## config.mk

```make
export PLATFORM = sky130hd
export DESIGN_NAME = audio_link_receiver_flat
export DESIGN_NICKNAME = d
export VERILOG_FILES = /design/src/design/audio_link_pkg.sv /design/src/design/audio_link_if.sv /design/src/design/audio_link_receiver.sv /design/src/flat_wrapper.sv
export SDC_FILE = /design/constraint.sdc
export NUM_CORES = 2
export LEC_CHECK = 0
export BUFFER_PORTS_ARGS = -buffer_cell sky130_fd_sc_hd__buf_2
export CAP_MARGIN = 20
export CORE_ASPECT_RATIO = 0.8
export CORE_MARGIN = 5
export CORE_UTILIZATION = 60
export DETAILED_ROUTE_END_ITERATION = 6
export GPL_TIMING_DRIVEN = 0
export PLACE_DENSITY = 0.76
export SYNTH_ARGS = -nofsm -noshare
export SYNTH_HDL_FRONTEND = slang
export SYNTH_SLANG_ARGS = --single-unit
```

## constraint.sdc

```tcl
create_clock -name core_clk_i -period 4 [get_ports core_clk_i]
set_input_delay 1 -clock core_clk_i [delete_from_list [all_inputs] [get_ports core_clk_i]]
set_output_delay 1 -clock core_clk_i [all_outputs]
set_load 0.02 [all_outputs]
```

## src/design/audio_link_pkg.sv

```systemverilog
// constants and helpers shared by both ends of the eight-channel serial audio link
// assumes one 50 MHz core clock per end and a link of clock, frame marker and data
//
// Behaviour
// RULE1 - eight channels one way, 26- or 32-bit words
// RULE2 - frame rate between 28k and 54k per second
// RULE3 - order: left A-D as 0-3, right A-D as 4-7
// RULE4 - each pair may be mono, slots unchanged
// RULE5 - bit clock is 208x or 256x frame rate
// RULE6 - one-cycle marker, channel 0 MSB next cycle
// RULE7 - samples sent MSB first, two's complement
// RULE8 - unused low bits of a slot sent as zero
// RULE9 - receiver tells format by 208 or 256 count
// RULE10 - sender changes marker and data on falling edge
// RULE11 - receiver samples marker and data on rising edge
// RULE12 - clock, marker and data from one device's flops
// RULE13 - other interval counts mean misalignment, frames dropped
package audio_link_pkg;

    localparam int unsigned CHANNELS          = 8;
    localparam int unsigned SLOT_BITS         = 32;
    localparam int unsigned FRAME_BITS        = CHANNELS * SLOT_BITS;
    localparam int unsigned NARROW_WORD_BITS  = 26;
    localparam int unsigned WIDE_WORD_BITS    = 32;
    localparam int unsigned NARROW_FRAME_BITS = CHANNELS * NARROW_WORD_BITS;

    localparam logic [8:0] NARROW_FRAME_CLKS = 9'h0D0;
    localparam logic [8:0] WIDE_FRAME_CLKS   = 9'h100;
    localparam logic [8:0] COUNT_SATURATE    = 9'h1FF;
    localparam logic [4:0] NARROW_LAST_BIT   = 5'h19;
    localparam logic [4:0] WIDE_LAST_BIT     = 5'h1F;
    localparam logic [2:0] FIRST_CHANNEL     = 3'h0;
    localparam logic [2:0] LAST_CHANNEL      = 3'h7;
    localparam logic [5:0] FULL_SLOT_BITS    = 6'h20;

    localparam int unsigned CORE_CLK_HZ        = 50_000_000;
    localparam int unsigned CORE_CLK_PERIOD_NS = 20;
    localparam int unsigned LINK_MIN_PHASE_NS  = 32;
    localparam int unsigned FRAME_RATE_MIN_HZ  = 28_000;
    localparam int unsigned FRAME_RATE_MAX_HZ  = 54_000;
    localparam int unsigned LINK_MIN_PHASE_CYCLES =
        (LINK_MIN_PHASE_NS + CORE_CLK_PERIOD_NS - 1) / CORE_CLK_PERIOD_NS;
    // half period chosen so the frame rate stays under the maximum
    // one link clock per bit, so clocks per frame equal bits per frame
    localparam int unsigned NARROW_HALF_RAW =
        (CORE_CLK_HZ + 2 * NARROW_FRAME_BITS * FRAME_RATE_MAX_HZ - 1) /
        (2 * NARROW_FRAME_BITS * FRAME_RATE_MAX_HZ);
    localparam int unsigned WIDE_HALF_RAW =
        (CORE_CLK_HZ + 2 * FRAME_BITS * FRAME_RATE_MAX_HZ - 1) /
        (2 * FRAME_BITS * FRAME_RATE_MAX_HZ);
    localparam int unsigned NARROW_HALF_CYCLES =
        (NARROW_HALF_RAW > LINK_MIN_PHASE_CYCLES) ? NARROW_HALF_RAW : LINK_MIN_PHASE_CYCLES;
    localparam int unsigned WIDE_HALF_CYCLES =
        (WIDE_HALF_RAW > LINK_MIN_PHASE_CYCLES) ? WIDE_HALF_RAW : LINK_MIN_PHASE_CYCLES;

    function automatic logic [4:0] word_last_bit(input logic wide);
        return wide ? WIDE_LAST_BIT : NARROW_LAST_BIT;
    endfunction

    // bits == 0 or >= 32 keeps the whole slot
    function automatic logic [SLOT_BITS-1:0] zero_fill_mask(input logic [5:0] bits);
        logic [SLOT_BITS-1:0] m;
        m = '1;
        if (bits != 6'h00 && bits < FULL_SLOT_BITS) begin
            m = ~({SLOT_BITS{1'b1}} >> bits);
        end
        return m;
    endfunction

    // serial image to slots: channel c at [c*32 +: 32], left justified
    function automatic logic [FRAME_BITS-1:0] unpack_frame(
        input logic [FRAME_BITS-1:0] sr,
        input logic                  wide
    );
        logic [FRAME_BITS-1:0] f;
        f = '0;
        for (int c = 0; c < CHANNELS; c++) begin
            if (wide) begin
                f[c*SLOT_BITS +: SLOT_BITS] = sr[FRAME_BITS-1-c*SLOT_BITS -: SLOT_BITS];
            end else begin
                f[c*SLOT_BITS +: SLOT_BITS] =
                    {sr[NARROW_FRAME_BITS-1-c*NARROW_WORD_BITS -: NARROW_WORD_BITS],
                     {(SLOT_BITS-NARROW_WORD_BITS){1'b0}}};
            end
        end
        return f;
    endfunction

endpackage

```

## src/design/audio_link_if.sv

```systemverilog
// the three link lines between sender and receiver
// assumes the testbench instantiates it and joins both ends
`timescale 1ns/1ns
`default_nettype none
interface audio_link_if;
    logic link_bit_clock;
    logic frame_marker;
    logic serial_audio_line;

    modport sender (
        output link_bit_clock,
        output frame_marker,
        output serial_audio_line
    );
    modport receiver (
        input  link_bit_clock,
        input  frame_marker,
        input  serial_audio_line
    );
endinterface
`default_nettype wire

```

## src/design/audio_link_receiver.sv

```systemverilog
// receiving end: recovers frames, finds the word format and hands frames on
// assumes the link lines are asynchronous to core_clk_i and a link clock
// phase lasts at least two core clock periods
`timescale 1ns/1ns
`default_nettype none
module audio_link_receiver
    import audio_link_pkg::*;
(
    input  wire logic                  core_clk_i,
    input  wire logic                  rst_n_i,
    audio_link_if.receiver             link,
    output logic                       out_valid_o,
    input  wire logic                  out_ready_i,
    output logic [FRAME_BITS-1:0]      out_frame_o,
    output logic                       out_wide_o,
    output logic                       locked_o,
    output logic                       format_wide_o,
    output logic                       align_error_o,
    output logic                       format_change_o,
    output logic                       overflow_o,
    output logic [15:0]                dropped_count_o
);

    typedef struct packed {
        logic [2:0]            sy1;
        logic [2:0]            sy2;
        logic                  prev_clk;
        logic [8:0]            cnt;
        logic                  started;
        logic                  locked;
        logic                  fmt_wide;
        logic [FRAME_BITS-1:0] sr;
        logic [FRAME_BITS-1:0] head;
        logic                  head_wide;
        logic                  head_v;
        logic [FRAME_BITS-1:0] skid;
        logic                  skid_wide;
        logic                  skid_v;
        logic                  align_err;
        logic                  fmt_change;
        logic                  overflow;
        logic [15:0]           dropped;
    } rx_state_t;

    localparam int unsigned SY_CLK    = 2;
    localparam int unsigned SY_MARKER = 1;
    localparam int unsigned SY_DATA   = 0;

    rx_state_t s;
    rx_state_t next_s;

    function automatic logic [15:0] bump(input logic [15:0] v);
        return (v == 16'hFFFF) ? v : v + 16'h0001;
    endfunction

    always_comb begin
        logic                  rise;
        logic                  pop;
        logic                  push;
        logic                  valid_len;
        logic                  len_wide;
        logic [8:0]            cnt1;
        logic [FRAME_BITS-1:0] frame;
        rise              = 1'b0;
        pop               = 1'b0;
        next_s            = s;
        push              = 1'b0;
        valid_len         = 1'b0;
        len_wide          = 1'b0;
        cnt1              = s.cnt;
        frame             = '0;
        next_s.align_err  = 1'b0;
        next_s.fmt_change = 1'b0;
        next_s.overflow   = 1'b0;

        // two flops on each line; only the second stage is looked at
        next_s.sy1      = {link.link_bit_clock, link.frame_marker, link.serial_audio_line};
        next_s.sy2      = s.sy1;
        next_s.prev_clk = s.sy2[SY_CLK];
        rise            = s.sy2[SY_CLK] && !s.prev_clk;

        // drain first so a frame arriving with a pop finds room
        pop = s.head_v && out_ready_i;
        if (pop) begin
            next_s.head      = s.skid;
            next_s.head_wide = s.skid_wide;
            next_s.head_v    = s.skid_v;
            next_s.skid_v    = 1'b0;
        end

        if (rise) begin
            // marker and data taken on the rising edge (see RULE11)
            next_s.sr = {s.sr[FRAME_BITS-2:0], s.sy2[SY_DATA]}; // see RULE7
            cnt1      = (s.cnt == COUNT_SATURATE) ? s.cnt : s.cnt + 9'h001;
            if (s.sy2[SY_MARKER]) begin
                // the marker cycle carries the last bit of channel 7 (see RULE6)
                next_s.cnt     = 9'h000;
                next_s.started = 1'b1;
                valid_len      = (cnt1 == NARROW_FRAME_CLKS) || (cnt1 == WIDE_FRAME_CLKS);
                len_wide       = (cnt1 == WIDE_FRAME_CLKS); // see RULE9
                if (s.started && valid_len) begin
                    next_s.locked     = 1'b1;
                    next_s.fmt_wide   = len_wide; // see RULE9
                    next_s.fmt_change = s.locked && (s.fmt_wide != len_wide);
                    push              = 1'b1;
                    frame             = unpack_frame(next_s.sr, len_wide); // see RULE1 see RULE3
                end else if (s.started) begin
                    // misaligned interval: frame dropped, wait for a good one (see RULE13)
                    next_s.locked    = 1'b0;
                    next_s.align_err = 1'b1;
                    next_s.dropped   = bump(s.dropped);
                end
            end else begin
                next_s.cnt = cnt1;
                // a frame far too long also counts as lost alignment
                if (s.locked && cnt1 > WIDE_FRAME_CLKS) begin // see RULE13
                    next_s.locked    = 1'b0;
                    next_s.align_err = 1'b1;
                    next_s.dropped   = bump(s.dropped);
                end
            end
        end

        // mono pairs are only a meaning of the slots, kept as delivered (see RULE4)
        if (push) begin
            if (!next_s.head_v) begin
                next_s.head      = frame;
                next_s.head_wide = len_wide;
                next_s.head_v    = 1'b1;
            end else if (!next_s.skid_v) begin
                next_s.skid      = frame;
                next_s.skid_wide = len_wide;
                next_s.skid_v    = 1'b1;
            end else begin
                // the link cannot be stalled; a reader stalled two frames loses the newest
                next_s.overflow = 1'b1;
                next_s.dropped  = bump(s.dropped);
            end
        end
    end

    always_ff @(posedge core_clk_i or negedge rst_n_i) begin
        if (!rst_n_i) begin
            s <= '0;
        end else begin
            s <= next_s;
        end
    end

    assign out_valid_o     = s.head_v;
    assign out_frame_o     = s.head;
    assign out_wide_o      = s.head_wide;
    assign locked_o        = s.locked;
    assign format_wide_o   = s.fmt_wide;
    assign align_error_o   = s.align_err;
    assign format_change_o = s.fmt_change;
    assign overflow_o      = s.overflow;
    assign dropped_count_o = s.dropped;

endmodule // audio_link_receiver
`default_nettype wire

```

## src/flat_wrapper.sv

```systemverilog
// flat-port wrapper written by rule: the top's interface ports become plain ports
module audio_link_receiver_flat import audio_link_pkg::*;
  (core_clk_i, rst_n_i, out_valid_o, out_ready_i, out_frame_o, out_wide_o, locked_o, format_wide_o, align_error_o, format_change_o, overflow_o, dropped_count_o, link_link_bit_clock, link_frame_marker, link_serial_audio_line);
  audio_link_if link_i ();
  input  wire logic core_clk_i;
  input  wire logic rst_n_i;
  output logic out_valid_o;
  input  wire logic out_ready_i;
  output logic [FRAME_BITS-1:0] out_frame_o;
  output logic out_wide_o;
  output logic locked_o;
  output logic format_wide_o;
  output logic align_error_o;
  output logic format_change_o;
  output logic overflow_o;
  output logic [15:0] dropped_count_o;
  input wire logic [$bits(link_i.link_bit_clock)-1:0] link_link_bit_clock;
  input wire logic [$bits(link_i.frame_marker)-1:0] link_frame_marker;
  input wire logic [$bits(link_i.serial_audio_line)-1:0] link_serial_audio_line;
  assign link_i.link_bit_clock = link_link_bit_clock;
  assign link_i.frame_marker = link_frame_marker;
  assign link_i.serial_audio_line = link_serial_audio_line;
  audio_link_receiver u_core (.core_clk_i(core_clk_i), .rst_n_i(rst_n_i), .link(link_i), .out_valid_o(out_valid_o), .out_ready_i(out_ready_i), .out_frame_o(out_frame_o), .out_wide_o(out_wide_o), .locked_o(locked_o), .format_wide_o(format_wide_o), .align_error_o(align_error_o), .format_change_o(format_change_o), .overflow_o(overflow_o), .dropped_count_o(dropped_count_o));
endmodule
```

# Word level (Yosys, flattened, before mapping)
# Cells that the tools add are included.
# W data, S select, Z words.
[totals] register_bits=809 latchBits=0 mem_bits_rw=0 mem_bits_ro=0 in_bits=6 out_inout_bits=279 word_cells=84 mem_count=0
[classes] n_addsub=2 multipliers=0 div_mod_pow=0 magnitude_cmp=1 n_eq_ne=6 shifts=0 muxes=44 n_bitwise=1 reduce_logical=12
[op_table] op="$mux W258" count=4
[op_table] op="$mux W256" count=3
[op_table] op="$mux W516" count=1
[op_table] op="$mux W32" count=8
[op_table] op="$mux W16" count=6
[op_table] op="$mux W17" count=3
[op_table] op="$eq A9 B9 Y1 const B" count=2
[op_table] op="$mux W9" count=2
[op_table] op="$add A16 B1 Y16 const B" count=1
[op_table] op="$eq A16 B16 Y1 const B" count=1
[op_table] op="$mux W1" count=16
[op_table] op="$add A9 B1 Y9 const B" count=1
[op_table] op="$eq A9 B8 Y1 const B" count=1
[op_table] op="$gt A9 B9 Y1 const B" count=1
[op_table] op="$reduce_and A3 Y1" count=3
[op_table] op="$logic_and A1 B1 Y1" count=5
[op_table] op="$ne A3 B3 Y1 const B" count=1
[op_table] op="$mux W2" count=1
[op_table] op="$reduce_and A2 Y1" count=1
[op_table] op="$reduce_bool A2 Y1" count=1
[op_table] op="$logic_not A1 Y1" count=1
[op_table] op="$logic_or A1 B1 Y1" count=1
[op_table] op="$ne A1 B1 Y1" count=1
[op_table] op="$not A1 Y1" count=1

# Longest topological paths before layout
[logic_depth] word_depth=11 mapped_depth=12 depth_no_buf=8

# Worst setup path before layout
# OpenSTA, ideal clock, no wires.
[synth_path] path_type="input -> register" startpoint="input port out_ready_i" endpoint="register u_core.s (netlist bit u_core.out_frame_o[194])" setup_ns=0.126 t_arrival_ns=2.625 required_time_ns=3.874 setup_slack_ns=1.249 path_stages=6 path_buffers=3 path_cell_list="nand2_1 > clkbuf_1 > clkbuf_1 > clkbuf_1 > mux2i_1 > a21oi_1"
[synth_lines] item="start: declaration" line="flat_wrapper.sv:8" text="input wire logic out_ready_i;"
[synth_lines] item="end signal: assignment" line="audio_link_receiver.sv:146" text="s <= next_s;"
[synth_lines] item="end: declaration" line="audio_link_receiver.sv:49" text="rx_state_t s;"

==> results.txt <==
Num CTS Buffers -> 80
Initial antenna violation count -> 0
Root buf cell -> clkbuf_16
Slowest-stage cell, CP -> nand4_2
Ports -> 285
Top cell type's share of synthesized area -> 54.7%
Cell taking the most area after synthesis -> dfrtp_1
Vias -> 28000
Buf/Inv on CP -> 4
# rows -> 81
ANT nets after route -> 0
Die Footprint -> 0.0668 sq mm
Final Cycle Share -> 94.6%
Slew margin rel. -> 31.9%
Vias per cell -> 5.51
Fin. max-slew vios -> 0
Final core utilization -> 69.3%
Status -> complete, no violations
Die height -> 232 um
MaxCap Viol Count -> 0
Design Power -> 16600 uW
Synthesis-to-layout area growth -> 14.3%
Worst Setup End Kind -> flip-flop
CTS tree -> yes
Buffers on Ports -> 284
P_leak -> 0.0217 uW
Main synth FF type -> dfrtp_1
XOR/XNOR share of the synthesized area -> 0.260%
Fin. Hold Viols -> 0
# diodes -> 0
Delay of the slowest critical-path stage -> 0.57 ns
First-pass GRT wire length -> 152000 um
RePlAce Congestion -> 0.880
Crit path kind -> reg2reg
Share of cells above drive strength 1 -> 22.9%
Congestion Overflow GR -> 0
Most common cell after layout, fill and taps aside -> nand2_1
Post-route minimum period -> 3.78 ns
Seq/Total Area, Yosys -> 54.7%
Max FO, Critical Path -> 10
Distinct cells, synth -> 50
Clock slew at reported path FFs -> 0.06 ns
H-tree levels -> 3
Finished Layout Cells -> 5077
Syn_nets -> 3824
Simple-gate area share of the yosys netlist -> 14.9%
CP top delay family -> buffers and inverters
Max Freq -> 0.264 GHz
Gate Count Post-Synth -> 3816
Async S/R FF share, synth -> 100%
Post-DP HPWL -> 68000 um
RSZ-0062 raised after global routing -> false
Fin nets -> 4197
Post-Synthesis Cell Area -> 0.0370 sq mm
Post-Synth Adder-Cell Area -> 0.0676%
Least-Margin Pin Slew -> 1.02 ns
Clock insertion delay at the later pin of the skew report -> 0.64 ns
Main combinational cell family by area after synthesis -> simple AND/OR/NAND/NOR gates
YS warnings -> 0
Critical Path RT -> 4.48 ns
DRC -> 0
Setup Skew -> 0.0300 ns
Clk sinks -> 809
Detailed Routing Iterations Pass 1 -> 5
Drt total wl -> 97100 um
CP most frequent cell -> buf_2
Worst-path cell chain -> ha_1 -> and2_1 -> buf_2 -> a31oi_1 -> or2_1 -> o32ai_2 -> nand4_2 -> clkbuf_2 -> buf_2 -> buf_2 -> nand2_1 -> o21ai_1
Synthesis-stage register bit count -> 809
Vias in the first global route -> 27000
Hold Crit Class -> in2async
CP startpoint kind -> flip-flop
Pwr/cell area -> 392 mW/mm^2
Die Wd -> 288 um
Core area -> 0.0611 sq mm
Starting Density -> 60.6%
CTS Buffer Depth -> 3
Largest cells by area after synthesis -> dfrtp_1 (55%), nand2_1 (13%), mux2i_1 (7.0%)
Post-Syn Area per Cell -> 9.70 sq um
Synth Area in Compound Gates -> 8.27%
Final setup vio count -> 0
Placed Area -> 0.0397 sq mm
DR WL/cell -> 19.1 um
Post-CTS Setup Bufs -> 0
Placed instance count -> 4937
Final hold slack -> 0.290 ns
Post-synth EDFFs -> 0
Mux contribution to synthesized area -> 13.4%
GRT Resource Usage Total -> 28.9%
Most frequent cells in the layout -> nand2_1 (1300), dfrtp_1 (809), o21ai_1 (417)
Cell area after layout -> 0.0423 sq mm
Largest net degree at the start of global routing -> 126
Initial DRC count -> 2818
Worst path arrival time -> 4.27 ns
Worst vdd ir -> 0.357 mV
-- layout make-up --
type                            instances  area, sq um
Inverter                               12         45.0
Clock inverter                         15          169
Buffer                                516         3100
Timing Repair Buffer                  291         1620
Fill cell                            4665        18800
Clock buffer                          125         2460
Multi-Input combinational cell       2479        13700
Tap cell                              830         1040
Sequential cell                       809        20200
-- path summary, 6_finish.rpt --
path | start | endpoint | slack [ns] | cells after the start
min in group core_clk_i | u_core.next_s[806] | u_core.next_s[803] | 0.34 | 0
hold reg to reg | u_core.next_s[806] | u_core.next_s[803] | 0.34 | 0
max in group asynchronous | rst_n_i | u_core.out_frame_o[84] | 1.36 | 5
setup / recovery | u_core.s[794] | u_core.out_frame_o[84] | 0.22 | 12
setup reg to reg | u_core.s[794] | u_core.out_frame_o[84] | 0.22 | 12
hold / removal | rst_n_i | u_core.out_frame_o[236] | 0.29 | 1
-- kinds of logic after synthesis --
kind of cell	count (synthesis)
xor+xnor	11
fa+ha+maj	2
flops	809
simple gates	1415
mux	470
compound gates	581
buf+inv	528
-- synth_stat cells (2+ instances only) --
master,instances
a211oi_1,11
a21o_1,4
a21oi_1,111
a221oi_1,2
a22o_1,3
a31oi_1,8
and2_1,6
and3_1,7
and4_1,3
buf_1,14
buf_2,47
buf_4,291
clkbuf_1,164
dfrtp_1,809
ha_1,2
inv_1,12
mux2_1,3
mux2_2,209
mux2i_1,258
nand2_1,1300
nand2b_1,4
nand3_1,58
nand4_1,7
nor2_1,17
nor3_1,5
nor4_1,2
o21ai_0,10
o21ai_1,417
o32a_1,2
xor2_1,10
-- per-layer routing --
metal / global-route usage, % / routed length (um) / up-vias
met3: 5.76 / 7070 / 127
met4: 6.65 / 2030 / 0
li1: - / - / 13100
met2: 45.3 / 45100 / 952
met1: 42.3 / 42800 / 13800
met5: 0 / 0 / -
-- power breakdown --
| part | switching, uW | internal [uW] | total (uW) | leakage [uW] |
|---|---|---|---|---|
| logic | 481 | 204 | 685 | 0.00912 |
| registers | 105 | 8270 | 8370 | 0.0112 |
| clock network | 3140 | 4400 | 7540 | 0.00130 |
-- flip-flops by register name, summed over array words and instances (netlist names) --
signal / cells
u_core.s: 526
u_core.format_change_o: 1
u_core.overflow_o: 1
u_core.out_wide_o: 1
u_core.out_valid_o: 1
u_core.next_s: 4
u_core.locked_o: 1
u_core.align_error_o: 1
u_core.dropped_count_o: 16
u_core.format_wide_o: 1
u_core.out_frame_o: 256
-- repair_timing --
action                                  4_1_cts  5_1_grt
endpoints found under the setup margin        0      380
hold buffers                                  0        0
hold endpoints to repair                      0        0
gates resized for setup                       0       18
-- per-stage QoR --
step / setup slack, ns / setup TNS [ns]
2_1_floorplan: 1.25 / 0
3_3_place_gp: -15.31 / -
3_5_place_dp: -0.00751 / -0.00751
4_1_cts: 0.139 / 0
5_1_grt: 0.0120 / 0
6_report: 0.215 / 0
No activity file was read; power rests on OpenSTA's default activity.
